File: src/logic/ccr_pkg.sv
// Purpose: Shared constants and types for the calendar clock register access block.
// Assumes: Classic Wishbone slave with 32-bit data; registers hold 16 bits in the low lanes.
// Notes: Offsets are byte addresses of aligned words.
package ccr_pkg;
	localparam int unsigned ADDR_W = 5;
	localparam logic [4:0] OFF_CONFIG      = 5'h00;
	localparam logic [4:0] OFF_TIME_WIN    = 5'h04;
	localparam logic [4:0] OFF_ALARM_CFG   = 5'h08;
	localparam logic [4:0] OFF_ALARM_WIN   = 5'h0C;
	localparam logic [4:0] OFF_UNLOCK_KEY  = 5'h10;
	localparam logic [4:0] OFF_POWER_CTRL  = 5'h14;
	localparam logic [4:0] OFF_STATUS      = 5'h18;
	localparam int unsigned PTR_LSB        = 8;
	localparam int unsigned UNLOCK_BIT     = 13;
	localparam int unsigned ENABLE_BIT     = 15;
	localparam int unsigned SYNC_BIT       = 12;
	localparam logic [7:0]  KEY_FIRST      = 8'h55;
	localparam logic [7:0]  KEY_SECOND     = 8'hAA;
	localparam logic [1:0]  PTR_MIN_SEC    = 2'h0;
	localparam logic [1:0]  PTR_WD_HR      = 2'h1;
	localparam logic [1:0]  PTR_MON_DAY    = 2'h2;
	localparam logic [1:0]  PTR_YEAR       = 2'h3;
	localparam logic [1:0]  CLK_SECONDARY_CRYSTAL_OSC       = 2'h0;
	localparam logic [1:0]  CLK_LOW_POWER_RC_OSC       = 2'h1;
	localparam logic [1:0]  CLK_LINE50     = 2'h2;
	localparam logic [1:0]  CLK_LINE60     = 2'h3;
	localparam logic [15:0] CONFIG_RESET   = 16'h0000;
	localparam int unsigned TRIM_SECONDS   = 15;
	localparam int unsigned KEY_WINDOW_CYC = 1;

	typedef enum logic [1:0] {
		CCR_KEY_IDLE,
		CCR_KEY_GOT55,
		CCR_KEY_OPEN
	} ccr_key_t;

	typedef struct packed {
		logic [7:0] hi;
		logic [7:0] lo;
	} ccr_pair_t;

	typedef struct packed {
		ccr_pair_t min_sec;
		ccr_pair_t wd_hr;
		ccr_pair_t mon_day;
		logic [7:0] year;
	} ccr_time_t;

	typedef struct packed {
		ccr_pair_t min_sec;
		ccr_pair_t wd_hr;
		ccr_pair_t mon_day;
	} ccr_alarm_t;
endpackage : ccr_pkg

File: src/logic/ccr_regs.sv
// Purpose: Register access of a real-time clock: pointer windows, write lock, clock select, drift trim.
// Assumes: Counting and alarm matching sit outside and consume the values driven here.
// Notes: por_i resets every register, the configuration register included; rst_i resets everything but the configuration register.
//
// Decided for this implementation: the placing of the registers and the Wishbone slave port.
`timescale 1ns/1ns

module ccr_regs (
	// Clock and resets
	input  wire logic                              clk_i,
	input  wire logic                              rst_i,
	input  wire logic                              por_i,
	// Wishbone slave
	input  wire logic                              cyc_i,
	input  wire logic                              stb_i,
	input  wire logic                              we_i,
	input  wire logic [ccr_pkg::ADDR_W-1:0]        adr_i,
	input  wire logic [3:0]                        sel_i,
	input  wire logic [31:0]                       dat_i,
	output logic      [31:0]                       dat_o,
	output logic                                   ack_o,
	// Status from the counter
	input  wire logic                              sync_set_i,
	// Values to the counting logic
	output ccr_pkg::ccr_time_t                     time_o,
	output ccr_pkg::ccr_alarm_t                    alarm_o,
	output logic                                   enable_o,
	output logic      [1:0]                        clk_sel_o,
	output logic signed [7:0]                      trim_o,
	output logic                                   trim_negative_o
);
	logic [15:0]          config_q;
	logic [15:0]          next_config;
	logic [15:0]          alarm_cfg_q;
	logic [15:0]          next_alarm_cfg;
	logic [1:0]           power_q;
	logic [1:0]           next_power;
	ccr_pkg::ccr_time_t   time_q;
	ccr_pkg::ccr_time_t   next_time;
	ccr_pkg::ccr_alarm_t  alarm_q;
	ccr_pkg::ccr_alarm_t  next_alarm;
	ccr_pkg::ccr_key_t    key_q;
	ccr_pkg::ccr_key_t    next_key;
	logic                 ack_q;
	logic [31:0]          rdata_q;
	logic [31:0]          next_rdata;
	logic                 req;
	logic                 wr;
	logic                 rd;
	logic [1:0]           tptr;
	logic [1:0]           aptr;
	logic                 unlocked;

	assign req      = cyc_i && stb_i && !ack_q;
	assign wr       = req && we_i;
	assign rd       = req && !we_i;
	assign tptr     = config_q[ccr_pkg::PTR_LSB+1:ccr_pkg::PTR_LSB];
	assign aptr     = alarm_cfg_q[ccr_pkg::PTR_LSB+1:ccr_pkg::PTR_LSB];
	assign unlocked = config_q[ccr_pkg::UNLOCK_BIT];

	function automatic logic [1:0] ptr_down(input logic [1:0] p);
		ptr_down = (p == ccr_pkg::PTR_MIN_SEC) ? ccr_pkg::PTR_MIN_SEC : p - 2'h1;
	endfunction : ptr_down

	function automatic logic [7:0] merge(input logic [7:0] old, input logic [7:0] nv, input logic en);
		merge = en ? nv : old;
	endfunction : merge

	// Key sequence: OPEN lasts from the AA write until the next write of any kind, the window for setting the unlock bit.
	always_comb
	begin
		next_key = ccr_pkg::CCR_KEY_IDLE;
		unique case (key_q)
			ccr_pkg::CCR_KEY_IDLE:
			begin
				if (wr && adr_i == ccr_pkg::OFF_UNLOCK_KEY && sel_i[0] && dat_i[7:0] == ccr_pkg::KEY_FIRST)
					next_key = ccr_pkg::CCR_KEY_GOT55;
			end
			ccr_pkg::CCR_KEY_GOT55:
			begin
				if (!wr)
					next_key = ccr_pkg::CCR_KEY_GOT55;
				else if (adr_i == ccr_pkg::OFF_UNLOCK_KEY && sel_i[0] && dat_i[7:0] == ccr_pkg::KEY_SECOND)
					next_key = ccr_pkg::CCR_KEY_OPEN;
			end
			ccr_pkg::CCR_KEY_OPEN:
			begin
				if (!wr)
					next_key = ccr_pkg::CCR_KEY_OPEN;
			end
			default:
				next_key = ccr_pkg::CCR_KEY_IDLE;
		endcase
	end

	always_comb
	begin
		next_config    = config_q;
		next_alarm_cfg = alarm_cfg_q;
		next_power     = power_q;
		next_time      = time_q;
		next_alarm     = alarm_q;
		next_rdata     = 32'h0000_0000;
		if (wr)
		begin
			unique case (adr_i)
				ccr_pkg::OFF_CONFIG:
				begin
					if (sel_i[0])
						next_config[7:0] = dat_i[7:0];
					if (sel_i[1])
					begin
						next_config[9:8] = dat_i[9:8];
						if (dat_i[ccr_pkg::UNLOCK_BIT] == 1'b0)
							next_config[ccr_pkg::UNLOCK_BIT] = 1'b0;
						else if (key_q == ccr_pkg::CCR_KEY_OPEN)
							next_config[ccr_pkg::UNLOCK_BIT] = 1'b1;
						if (unlocked)
							next_config[ccr_pkg::ENABLE_BIT] = dat_i[ccr_pkg::ENABLE_BIT];
					end
				end
				ccr_pkg::OFF_ALARM_CFG:
				begin
					if (sel_i[0])
						next_alarm_cfg[7:0] = dat_i[7:0];
					if (sel_i[1])
						next_alarm_cfg[15:8] = dat_i[15:8];
				end
				ccr_pkg::OFF_POWER_CTRL:
				begin
					if (sel_i[0])
						next_power = dat_i[1:0];
				end
				ccr_pkg::OFF_TIME_WIN:
				begin
					if (unlocked)
					begin
						unique case (tptr)
							ccr_pkg::PTR_MIN_SEC:
							begin
								next_time.min_sec.hi = merge(time_q.min_sec.hi, dat_i[15:8], sel_i[1]);
								next_time.min_sec.lo = merge(time_q.min_sec.lo, dat_i[7:0], sel_i[0]);
								if (sel_i[0])
									next_config[ccr_pkg::SYNC_BIT] = 1'b0;
							end
							ccr_pkg::PTR_WD_HR:
							begin
								next_time.wd_hr.hi = merge(time_q.wd_hr.hi, dat_i[15:8], sel_i[1]);
								next_time.wd_hr.lo = merge(time_q.wd_hr.lo, dat_i[7:0], sel_i[0]);
							end
							ccr_pkg::PTR_MON_DAY:
							begin
								next_time.mon_day.hi = merge(time_q.mon_day.hi, dat_i[15:8], sel_i[1]);
								next_time.mon_day.lo = merge(time_q.mon_day.lo, dat_i[7:0], sel_i[0]);
							end
							ccr_pkg::PTR_YEAR:
							begin
								next_time.year = merge(time_q.year, dat_i[7:0], sel_i[0]);
							end
						endcase
						if (sel_i[1])
							next_config[9:8] = ptr_down(tptr);
					end
				end
				ccr_pkg::OFF_ALARM_WIN:
				begin
					unique case (aptr)
						ccr_pkg::PTR_MIN_SEC:
						begin
							next_alarm.min_sec.hi = merge(alarm_q.min_sec.hi, dat_i[15:8], sel_i[1]);
							next_alarm.min_sec.lo = merge(alarm_q.min_sec.lo, dat_i[7:0], sel_i[0]);
						end
						ccr_pkg::PTR_WD_HR:
						begin
							next_alarm.wd_hr.hi = merge(alarm_q.wd_hr.hi, dat_i[15:8], sel_i[1]);
							next_alarm.wd_hr.lo = merge(alarm_q.wd_hr.lo, dat_i[7:0], sel_i[0]);
						end
						ccr_pkg::PTR_MON_DAY:
						begin
							next_alarm.mon_day.hi = merge(alarm_q.mon_day.hi, dat_i[15:8], sel_i[1]);
							next_alarm.mon_day.lo = merge(alarm_q.mon_day.lo, dat_i[7:0], sel_i[0]);
						end
						ccr_pkg::PTR_YEAR:
						begin
							next_alarm = alarm_q;
						end
					endcase
					if (sel_i[1])
						next_alarm_cfg[9:8] = ptr_down(aptr);
				end
				default:
				begin
					next_power = power_q;
				end
			endcase
		end
		else if (rd)
		begin
			unique case (adr_i)
				ccr_pkg::OFF_CONFIG:
					next_rdata = {16'h0000, config_q};
				ccr_pkg::OFF_ALARM_CFG:
					next_rdata = {16'h0000, alarm_cfg_q};
				ccr_pkg::OFF_POWER_CTRL:
					next_rdata = {30'h0000_0000, power_q};
				ccr_pkg::OFF_UNLOCK_KEY:
					next_rdata = 32'h0000_0000;
				ccr_pkg::OFF_STATUS:
					next_rdata = {29'h0000_0000, key_q == ccr_pkg::CCR_KEY_OPEN, unlocked,
						config_q[ccr_pkg::SYNC_BIT]};
				ccr_pkg::OFF_TIME_WIN:
				begin
					unique case (tptr)
						ccr_pkg::PTR_MIN_SEC: next_rdata = {16'h0000, time_q.min_sec};
						ccr_pkg::PTR_WD_HR:   next_rdata = {16'h0000, time_q.wd_hr};
						ccr_pkg::PTR_MON_DAY: next_rdata = {16'h0000, time_q.mon_day};
						ccr_pkg::PTR_YEAR:    next_rdata = {24'h00_0000, time_q.year};
					endcase
					next_config[9:8] = ptr_down(tptr);
				end
				ccr_pkg::OFF_ALARM_WIN:
				begin
					unique case (aptr)
						ccr_pkg::PTR_MIN_SEC: next_rdata = {16'h0000, alarm_q.min_sec};
						ccr_pkg::PTR_WD_HR:   next_rdata = {16'h0000, alarm_q.wd_hr};
						ccr_pkg::PTR_MON_DAY: next_rdata = {16'h0000, alarm_q.mon_day};
						ccr_pkg::PTR_YEAR:    next_rdata = 32'h0000_0000;
					endcase
					next_alarm_cfg[9:8] = ptr_down(aptr);
				end
				default:
					next_rdata = 32'h0000_0000;
			endcase
		end
		// Set wins over a clearing write in the same cycle.
		if (sync_set_i)
			next_config[ccr_pkg::SYNC_BIT] = 1'b1;
	end

	always_ff @(posedge clk_i)
	begin
		if (por_i)
			config_q <= ccr_pkg::CONFIG_RESET;
		else
			config_q <= next_config;
	end

	always_ff @(posedge clk_i)
	begin
		if (rst_i || por_i)
		begin
			alarm_cfg_q <= 16'h0000;
			power_q     <= ccr_pkg::CLK_SECONDARY_CRYSTAL_OSC;
			time_q      <= '0;
			alarm_q     <= '0;
			key_q       <= ccr_pkg::CCR_KEY_IDLE;
			ack_q       <= 1'b0;
			rdata_q     <= 32'h0000_0000;
		end
		else
		begin
			alarm_cfg_q <= next_alarm_cfg;
			power_q     <= next_power;
			time_q      <= next_time;
			alarm_q     <= next_alarm;
			key_q       <= next_key;
			ack_q       <= req;
			rdata_q     <= next_rdata;
		end
	end

	assign ack_o           = ack_q;
	assign dat_o           = rdata_q;
	assign time_o          = time_q;
	assign alarm_o         = alarm_q;
	assign enable_o        = config_q[ccr_pkg::ENABLE_BIT];
	assign clk_sel_o       = power_q;
	assign trim_o          = config_q[7:0];
	assign trim_negative_o = config_q[7];
endmodule : ccr_regs

File: config.mk
export PLATFORM = sky130hd
export DESIGN_NAME = ccr_regs
export DESIGN_NICKNAME = d
export VERILOG_FILES = /design/src/logic/ccr_pkg.sv /design/src/logic/ccr_regs.sv
export SDC_FILE = /design/constraint.sdc
export NUM_CORES = 1
export LEC_CHECK = 0
export BUFFER_PORTS_ARGS = -buffer_cell sky130_fd_sc_hd__buf_2
export CAP_MARGIN = 10
export CORE_ASPECT_RATIO = 0.9
export CORE_MARGIN = 2
export CORE_UTILIZATION = 53
export DETAILED_ROUTE_END_ITERATION = 12
export GPL_TIMING_DRIVEN = 0
export PLACE_DENSITY = 0.89
export SLEW_MARGIN = 5
export SYNTH_ARGS = -nofsm -noshare
export SYNTH_HDL_FRONTEND = slang
export SYNTH_SLANG_ARGS = --single-unit
File: constraint.sdc
create_clock -name clk_i -period 1.8 [get_ports clk_i]
set_input_delay 0.09 -clock clk_i [delete_from_list [all_inputs] [get_ports clk_i]]
set_output_delay 0.09 -clock clk_i [all_outputs]
set_load 0.005 [all_outputs]
* Word-level counts from Yosys, hierarchy flattened
Index checks and enable logic that the tools add are counted.
** Storage, ports and cells
- Register bits after elaboration :: 170
- Bits of input ports :: 48
- Logic and storage cells :: 130
** Operators by class
- Add/sub/neg operators :: 2
- Eq/ne operators :: 22
- Muxes and demuxes :: 31
- Bitwise operators :: 1
- Reductions and logical operators :: 49
** Operators by type and width (number)
- case mux 32 bit (4 select lines) :: 2
- case mux 32 bit (6 select lines) :: 1
- AND reduction 5 bit :: 9
- 2-to-1 mux 2 bit :: 16
- AND reduction 4 bit :: 8
- nonzero test 2 bit :: 10
- equality test 5 bit (second input constant) :: 3
- inequality test 3 bit (second input constant) :: 5
- AND reduction 3 bit :: 4
- equality test 2 bit (second input constant) :: 5
- equality test 5 x 4 -> 1 bit (second input constant) :: 2
- logical AND 1 bit :: 9
- 2-to-1 mux 1 bit :: 9
- equality test 8 x 7 -> 1 bit (second input constant) :: 1
- equality test 8 bit (second input constant) :: 1
- case mux 2 bit (2 select lines) :: 2
- equality test 2 x 1 -> 1 bit (second input constant) :: 3
- zero test 2 bit :: 3
- case mux 2 bit (3 select lines) :: 1
- AND reduction 6 bit :: 1
- equality test 5 x 3 -> 1 bit (second input constant) :: 1
- zero test 5 bit :: 1
- subtractor 2 x 1 -> 2 bit (second input constant) :: 2
- OR reduction 3 bit :: 1
- 4 further kinds :: 5

* Longest topological paths before layout
Gate-level depths: netlist (run 1).
- Word-level depth :: 8
- Mapped depth :: 7

* Least setup slack after synthesis (run 1)
No wires, ideal clock.
- Path kind :: reg2reg
- Start point :: reg config_q[9]
- End point :: reg rdata_q[3], in the netlist dat_o[3]
- Arrival time :: 1476 ps
- Data required time :: 1668 ps
- Setup slack :: 192 ps
- Stages on the path, launching flop included :: 7
- Path buffers :: 3
- Cells stage by stage :: dfxtp_1 > buf_2 > buf_2 > buf_2 > mux4_2 > a32oi_1 > a21oi_1
** Between the ends
- Cells in the longest elaborated chain, start to end :: 3
** RTL lines
- start, declared :: RTL line ccr_regs.sv:32 : logic [15:0] config_q;
- start signal, assigned :: RTL line ccr_regs.sv:243 : config_q <= ccr_pkg::CONFIG_RESET;
- start signal, assigned :: RTL line ccr_regs.sv:245 : config_q <= next_config;
- equality test 2 bit, or another cell as far along :: RTL line ccr_regs.sv:213 : unique case (tptr)
- case mux 32 bit (4 select lines) * :: RTL line ccr_regs.sv:213
- case mux 32 bit (6 select lines) * :: RTL line ccr_regs.sv:199 : unique case (adr_i)
- end signal, assigned :: RTL line ccr_regs.sv:268 : rdata_q <= next_rdata;
- end, declared :: RTL line ccr_regs.sv:45 : logic [31:0] rdata_q;
Mark *: on every way between the ends. The rest lies on a longest branch, timed or not. The select of a mux whose other input is x is not followed.
A chain may end at the register's enable or synchronous reset.

* Worst setup path after layout (run 1)
- Start point :: reg ack_q, in the netlist ack_o
- End point :: reg rdata_q[8], in the netlist dat_o[8]
** Between the ends
- Cells in the longest elaborated chain, start to end :: 5
** RTL lines
- start, declared :: RTL line ccr_regs.sv:44 : logic ack_q;
- start signal, assigned :: RTL line ccr_regs.sv:267 : ack_q <= req;
- zero test 1 bit * :: RTL line ccr_regs.sv:54 : assign req = cyc_i && stb_i && !ack_q;
- logical AND 1 bit * :: RTL line ccr_regs.sv:54
- logical AND 1 bit :: RTL line ccr_regs.sv:56 : assign rd = req && !we_i;
- inverter 1 bit (no source line)
- OR reduction 3 bit (no source line) *
Mark *: on every way between the ends. The rest lies on a longest branch, timed or not.

==> run_results.csv, run 1 <==
group,metric,value,unit
clocking,cts_made_buffers,17,
sta,worst_slew_pin_slew,0.841,ns
critical_path,cp_max_fo,5,
clocking,root_buffer,"clkbuf_16",
critical_path,crit_required,2.12,ns
critical_path,crit_arrival,2.13,ns
route,ant_nets,0,
yosys,synth.area.top_cells,"dfxtp_1 (43%), mux2i_1 (13%), nand2_1 (5.2%), o21ai_0 (4.2%), nand3_1 (4.2%)",
status,status,"finished, violations left",
power_and_ir_drop,vdd_drop_max,675,uV
yosys,netlist_area,7110,um^2
status,violations,"setup timing",
grt,grt_remaining_overflow,0,
floorplanning,rows,40,
yosys,post-synth-top-count-cell,"dfxtp_1",
floorplanning,die-area,14400,um^2
yosys,ys_warn_count,0,
yosys,async_reset_ff_share,0,%
yosys,yosysTopAreaCellShare,43.4,%
yosys,synthTopCellsByCount,"dfxtp_1 (154), nand2_1 (99), mux2i_1 (93), o21ai_0 (60), nand3_1 (59)",
clocking,clkLatencyLatePin,0.44,ns
critical_path,start_kind,"register",
grt,grt_max_degree,17,
sta,worst_slack,-0.00726,ns
yosys,ys_seq_elements,154,
cells_and_area,drive_above_1_share,28.3,%
cells_and_area,fin_nets,1046,
sta,rsz0062_at_grt,"true",
route,drc,0,
grt,grt_util_all_layers,35.6,%
clocking,cts.sinks,154,
grt,met1_usage,45.4,%
yosys,synth_cell_types,55,
route,drt-initial-drc-count,925,
floorplanning,die_h,114,um
grt,grt_pass1_wl,39100,um
grt,busiest_layer,"met2",
min_path,hold_class,"input pin to register",
cells_and_area,multi_input_area,3710,um^2
critical_path,crit_buf_inv,0,
placed_design,gp_congestion,0.965,
sta,min_period_over_period,100,%
yosys,synth_ff_type,"dfxtp_1",
clocking,cts.clk_slew.worst_paths,0.06,ns
grt,grt_antenna_before_repair,2,
clocking,tritoncts,"built",
sta,setup_viol,1,
sta,hold_slack,0.0179,ns
floorplanning,core_area,13200,um^2
yosys,synth_largest_area_cell,"dfxtp_1",
floorplanning,die_w,126,um
route,wl,25800,um
clocking,clockBufferDepth,2,
cells_and_area,syn_to_final_growth,29.1,%
sta,timing.final.hold_violations,0,
sta,fmax,553,MHz
placed_design,pre_cts_slack,-0.496,ns
yosys,netlist_instances,793,
route,via_count,7387,
route,routedWlPerCell,21.8,um
grt,grt_pass1_vias,6972,
sta,relSlewSlack,43.7,%
clocking,cts-htree-levels,4,
critical_path,worstSetupEndpointType,"register",
critical_path,critical_path_class,"register to register",
critical_path,cpPeakStageDelay,0.39,ns
cells_and_area,fill_cells,999,
power_and_ir_drop,power.density,877,nW/um^2
placed_design,dp_hpwl,17400,um
sta,slew_violations,0,
floorplanning,ioPinCount,197,
route,vias_per_cell,6.26,
sta,fin_skew,0.00746,ns
sta,fin_crit,1.81,ns
yosys,synth_edf_count,0,
route,dr.pass1.iters,6,
critical_path,path_delay_family,"simple AND/OR/NAND/NOR gates",
critical_path,path_cells,"nand3b_1, nor4_2, nand2b_1, nor3_1",
yosys,ys_seq_area_share,43.4,%
critical_path,slowest_stage,"nor3_1",
cells_and_area,regArea,3090,um^2
grt,grt_use_met3,9.71,%
floorplanning,start_util,53.8,%
grt,met2_usage,56.4,%
placed_design,port-buffer-count,154,
power_and_ir_drop,cellLeakagePower,0.00408,uW
flow_run,drv_cap,0,
yosys,synth_area_per_cell,8.97,um^2
-- placed cells by master, fill, tap and decap left out, types with 6 or more instances in the layout --
master / instances
buf_2: 161
dfxtp_1: 151
nand2_1: 99
mux2i_1: 93
o21ai_0: 59
nand3_1: 58
a21oi_1: 45
nor2_1: 42
buf_4: 37
clkbuf_1: 28
clkbuf_16: 17
conb_1: 16
nor2b_1: 11
and2_1: 11
mux4_2: 11
dlygate4sd3_1: 11
nand4_1: 10
nand3b_1: 10
o2bb2ai_1: 9
a31oi_1: 9
nor3_1: 7
buf_6: 6
nand4b_1: 6
bufinv_16: 6
-- metrics by stage --
| stage | area, um^2 | util [%] | std cells | total power [uW] | TNS, ns |
|---|---|---|---|---|---|
| floorplan | 7170 | - | 808 | 3690 | 0 |
| global placement | 8150 | 61.7 | 1130 | 3840 | -13.11 |
| detailed placement | 8150 | 61.7 | 1130 | 3840 | -16.44 |
| CTS | 9040 | 68.4 | 1176 | 7980 | -1.61 |
| global route | 9180 | 69.5 | 1180 | 8200 | -0.0328 |
| finish | 9180 | 69.5 | 1180 | 8040 | -0.00726 |
-- flip-flops by register name (all words and copies together), names as in the netlist --
register,flops
dat_o,16
alarm_o,48
clk_sel_o,2
key_q,2
ack_o,1
config_q,13
time_o,56
alarm_cfg_q,16
-- worst reg2reg max path: cells and delay by family, from the launching register on --
family	cells	cell delay, ns
simple gates	4	1.36
flops	1	0.33
-- routing by layer --
| layer | routed length [um] | up-vias |
|---|---|---|
| li1 | - | 3211 |
| met1 | 9460 | 3486 |
| met2 | 11900 | 599 |
| met3 | 3380 | 91 |
| met4 | 1030 | 0 |
| met5 | 0 | - |
-- kinds of logic (layout without fill, tap and decap cells) --
kind of cell | after synthesis | count (layout) | synth area share, %
flops | 154 | 154 | 43.4
buf+inv | 92 | 295 | 6.65
mux | 107 | 107 | 17.1
simple gates | 290 | 290 | 20.7
compound gates | 149 | 149 | 12.1
other cells | 1 | 17 | 0.0527
-- cell type report --
type | instances | area share [%]
clock buffers | 21 | 5.24
well taps | 168 | 2.29
inverters | 5 | 0.204
repair buffers | 172 | 10.2
clock inverters | 11 | 2.33
diodes | 1 | 0.0273
flip-flops and latches | 154 | 33.6
multi-input cells | 562 | 40.4
plain buffers | 86 | 5.71
-- where the power goes --
part / internal [uW] / switching, uW / total [uW]
combinational: 123 / 290 / 414
clock: 2740 / 1470 / 4220
sequential: 3410 / 4.17 / 3410
-- repair_timing --
action / 4_1_cts / 5_1_grt
pin swaps: 2 / 3
resized for setup: 25 / 37
setup endpoints to repair: 98 / 105
buffers inserted: 4 / 3
hold endpoints to repair: 21 / 0
hold buffers: 11 / 0
-- worst paths after layout --
kind,from,endpoint,slack (ns),cells after the start
worst max-delay path,ack_o,dat_o[8],-0.007,4
worst min-delay path,dat_i[0],alarm_o[0],0.02,3
worst min register to register,alarm_cfg_q[15],alarm_cfg_q[15],0.46,2
worst max register to register,ack_o,dat_o[8],-0.007,4
Note: power is estimated with default switching activity, not from simulation.
==> inputs of run 2 (changes only) <==
--- a/config.mk
+++ b/config.mk
@@ -5,14 +5,15 @@
 export SDC_FILE = /design/constraint.sdc
 export NUM_CORES = 1
 export LEC_CHECK = 0
-export BUFFER_PORTS_ARGS = -buffer_cell sky130_fd_sc_hd__buf_2
 export CAP_MARGIN = 10
 export CORE_ASPECT_RATIO = 0.9
 export CORE_MARGIN = 2
-export CORE_UTILIZATION = 53
+export CORE_UTILIZATION = 36
+export CTS_BUF_LIST = sky130_fd_sc_hd__clkbuf_16
 export DETAILED_ROUTE_END_ITERATION = 12
+export DONT_BUFFER_PORTS = 1
 export GPL_TIMING_DRIVEN = 0
-export PLACE_DENSITY = 0.89
+export PLACE_DENSITY = 0.58
 export SLEW_MARGIN = 5
 export SYNTH_ARGS = -nofsm -noshare
 export SYNTH_HDL_FRONTEND = slang
==> run_results.csv, run 2 (synthesized netlist as in run 1, its figures left out) <==
group,metric,value,unit
floorplanning,ioPinCount,197,
power_and_ir_drop,power.density,920,nW/um^2
status,status,"completed",
floorplanning,die_w,152,um
sta,setup_viol,0,
floorplanning,die_h,137,um
route,vias_per_cell,5.77,
power_and_ir_drop,vdd_drop_max,591,uV
sta,min_period_over_period,97.2,%
placed_design,port-buffer-count,0,
power_and_ir_drop,p_total,7930,uW
clocking,clockBufferDepth,2,
route,drc,0,
grt,grt_pass1_wl,38600,um
critical_path,critical_path_class,"register to register",
clocking,tritoncts,"built",
route,ant_nets,0,
route,dr.pass1.iters,5,
clocking,clkLatencyLatePin,0.43,ns
grt,grt_remaining_overflow,0,
critical_path,path_cells,"buf_6, mux2i_1, o2bb2ai_1, mux4_2, nor2b_1",
critical_path,cpPeakStageDelay,0.46,ns
route,wl,26500,um
cells_and_area,drive_above_1_share,15.7,%
clocking,cts.clk_slew.worst_paths,0.06,ns
cells_and_area,fin_nets,901,
clocking,cts.sinks,154,
sta,worst_slack,0.0509,ns
placed_design,dpl.cell_count,1058,
cells_and_area,fin_cells,1117,
critical_path,start_kind,"register",
floorplanning,die-area,20900,um^2
clocking,cts_made_buffers,17,
sta,slew_violations,0,
sta,worst_slew_pin_slew,0.847,ns
sta,fin_crit,1.75,ns
critical_path,worstSetupEndpointType,"register",
grt,grt_util_all_layers,24.7,%
sta,fin_skew,0.00668,ns
floorplanning,start_util,36.9,%
critical_path,crit_required,2.09,ns
sta,fmax,572,MHz
cells_and_area,fill_cells,1906,
route,via_count,6440,
flow_run,drv_cap,0,
placed_design,place_area,7480,um^2
min_path,hold_class,"input pin to register",
floorplanning,core_area,19300,um^2
cells_and_area,layout_commonest_cell,"dfxtp_1",
critical_path,crit_arrival,2.04,ns
clocking,root_buffer,"clkbuf_16",
placed_design,pre_cts_slack,-0.491,ns
route,routedWlPerCell,23.7,um
placed_design,gp_congestion,0.874,
cells_and_area,stdcell_area,8620,um^2
power_and_ir_drop,cellLeakagePower,0.00327,uW
placed_design,dp_hpwl,19100,um
sta,timing.final.hold_violations,0,
grt,grt_antenna_before_repair,1,
floorplanning,rows,48,
cells_and_area,fin_util,44.7,%
critical_path,cp_max_fo,10,
cells_and_area,largest_reg_flops,56,
sta,rsz0062_at_grt,"false",
critical_path,slowest_stage,"mux4_2",
grt,grt_max_degree,17,
cells_and_area,final_cell_mix,"dfxtp_1 (149), nand2_1 (99), mux2i_1 (93), o21ai_0 (59), nand3_1 (58)",
clocking,cts-htree-levels,4,
route,drt-initial-drc-count,651,
sta,relSlewSlack,43.3,%
grt,grt_pass1_vias,6028,
cells_and_area,syn_to_final_growth,21.2,%
==> run 2: critical path, delay by kind of cell (launching register included) <==
| kind | cells | cell delay, ns |
|---|---|---|
| compound gates | 1 | 0.11 |
| buf+inv | 1 | 0.20 |
| flops | 1 | 0.41 |
| mux | 2 | 0.70 |
| simple gates | 1 | 0.18 |
==> run 2: worst paths after layout <==
kind                                 startpoint         endpoint  slack, ns  cells after the start
worst min register to register  alarm_cfg_q[13]  alarm_cfg_q[13]       0.46                      2
worst max-delay path             alarm_cfg_q[8]        dat_o[12]       0.05                      5
worst min-delay path                   sel_i[1]       time_o[36]       0.03                      3
worst max register to register   alarm_cfg_q[8]        dat_o[12]       0.05                      5
==> run 2: per-layer routing <==
layer	global-route usage [%]	part of all wire [%]	up-vias
met4	8.00	2.0	0
met3	8.37	11	31
li1	-	-	2917
met1	32.9	43	3148
met5	0	0	-
met2	37.8	44	344
==> run 2: cell type report <==
class | count | area, um^2 | area share (%)
inverter | 5 | 18.8 | 0.218
multi-input combinational | 562 | 3740 | 43.4
sequential | 154 | 3090 | 35.9
antenna | 1 | 2.50 | 0.0290
timing repair buffer | 27 | 255 | 2.96
clock inverter | 15 | 249 | 2.89
tap | 250 | 313 | 3.63
buffer | 86 | 523 | 6.07
clock buffer | 17 | 425 | 4.94
==> run 2: stage by stage <==
step | TNS [ns] | hold slack, ns
after floorplan | 0 | 0.159
after global placement | -18.97 | 0.166
after CTS | -0.0290 | -0.0991
after detailed placement | -19.48 | 0.164
final | 0 | 0.0262
after global routing | 0 | 0.0153
==> run 2: what timing repair did <==
item	CTS	global route
resized for setup	31	34
pin swaps	4	1
gates cloned	0	0
hold buffers	20	1
endpoints found under the hold margin	79	2
setup buffers	5	1
setup endpoints to repair	118	62
==> run 2: report_power, final <==
part	switching, uW	total [uW]	internal [uW]	leakage, uW
registers	4.24	3410	3410	0.00124
logic	272	393	121	0.00171
clock network	1520	4120	2600	0.000313
total	1790	7930	6130	0.00327
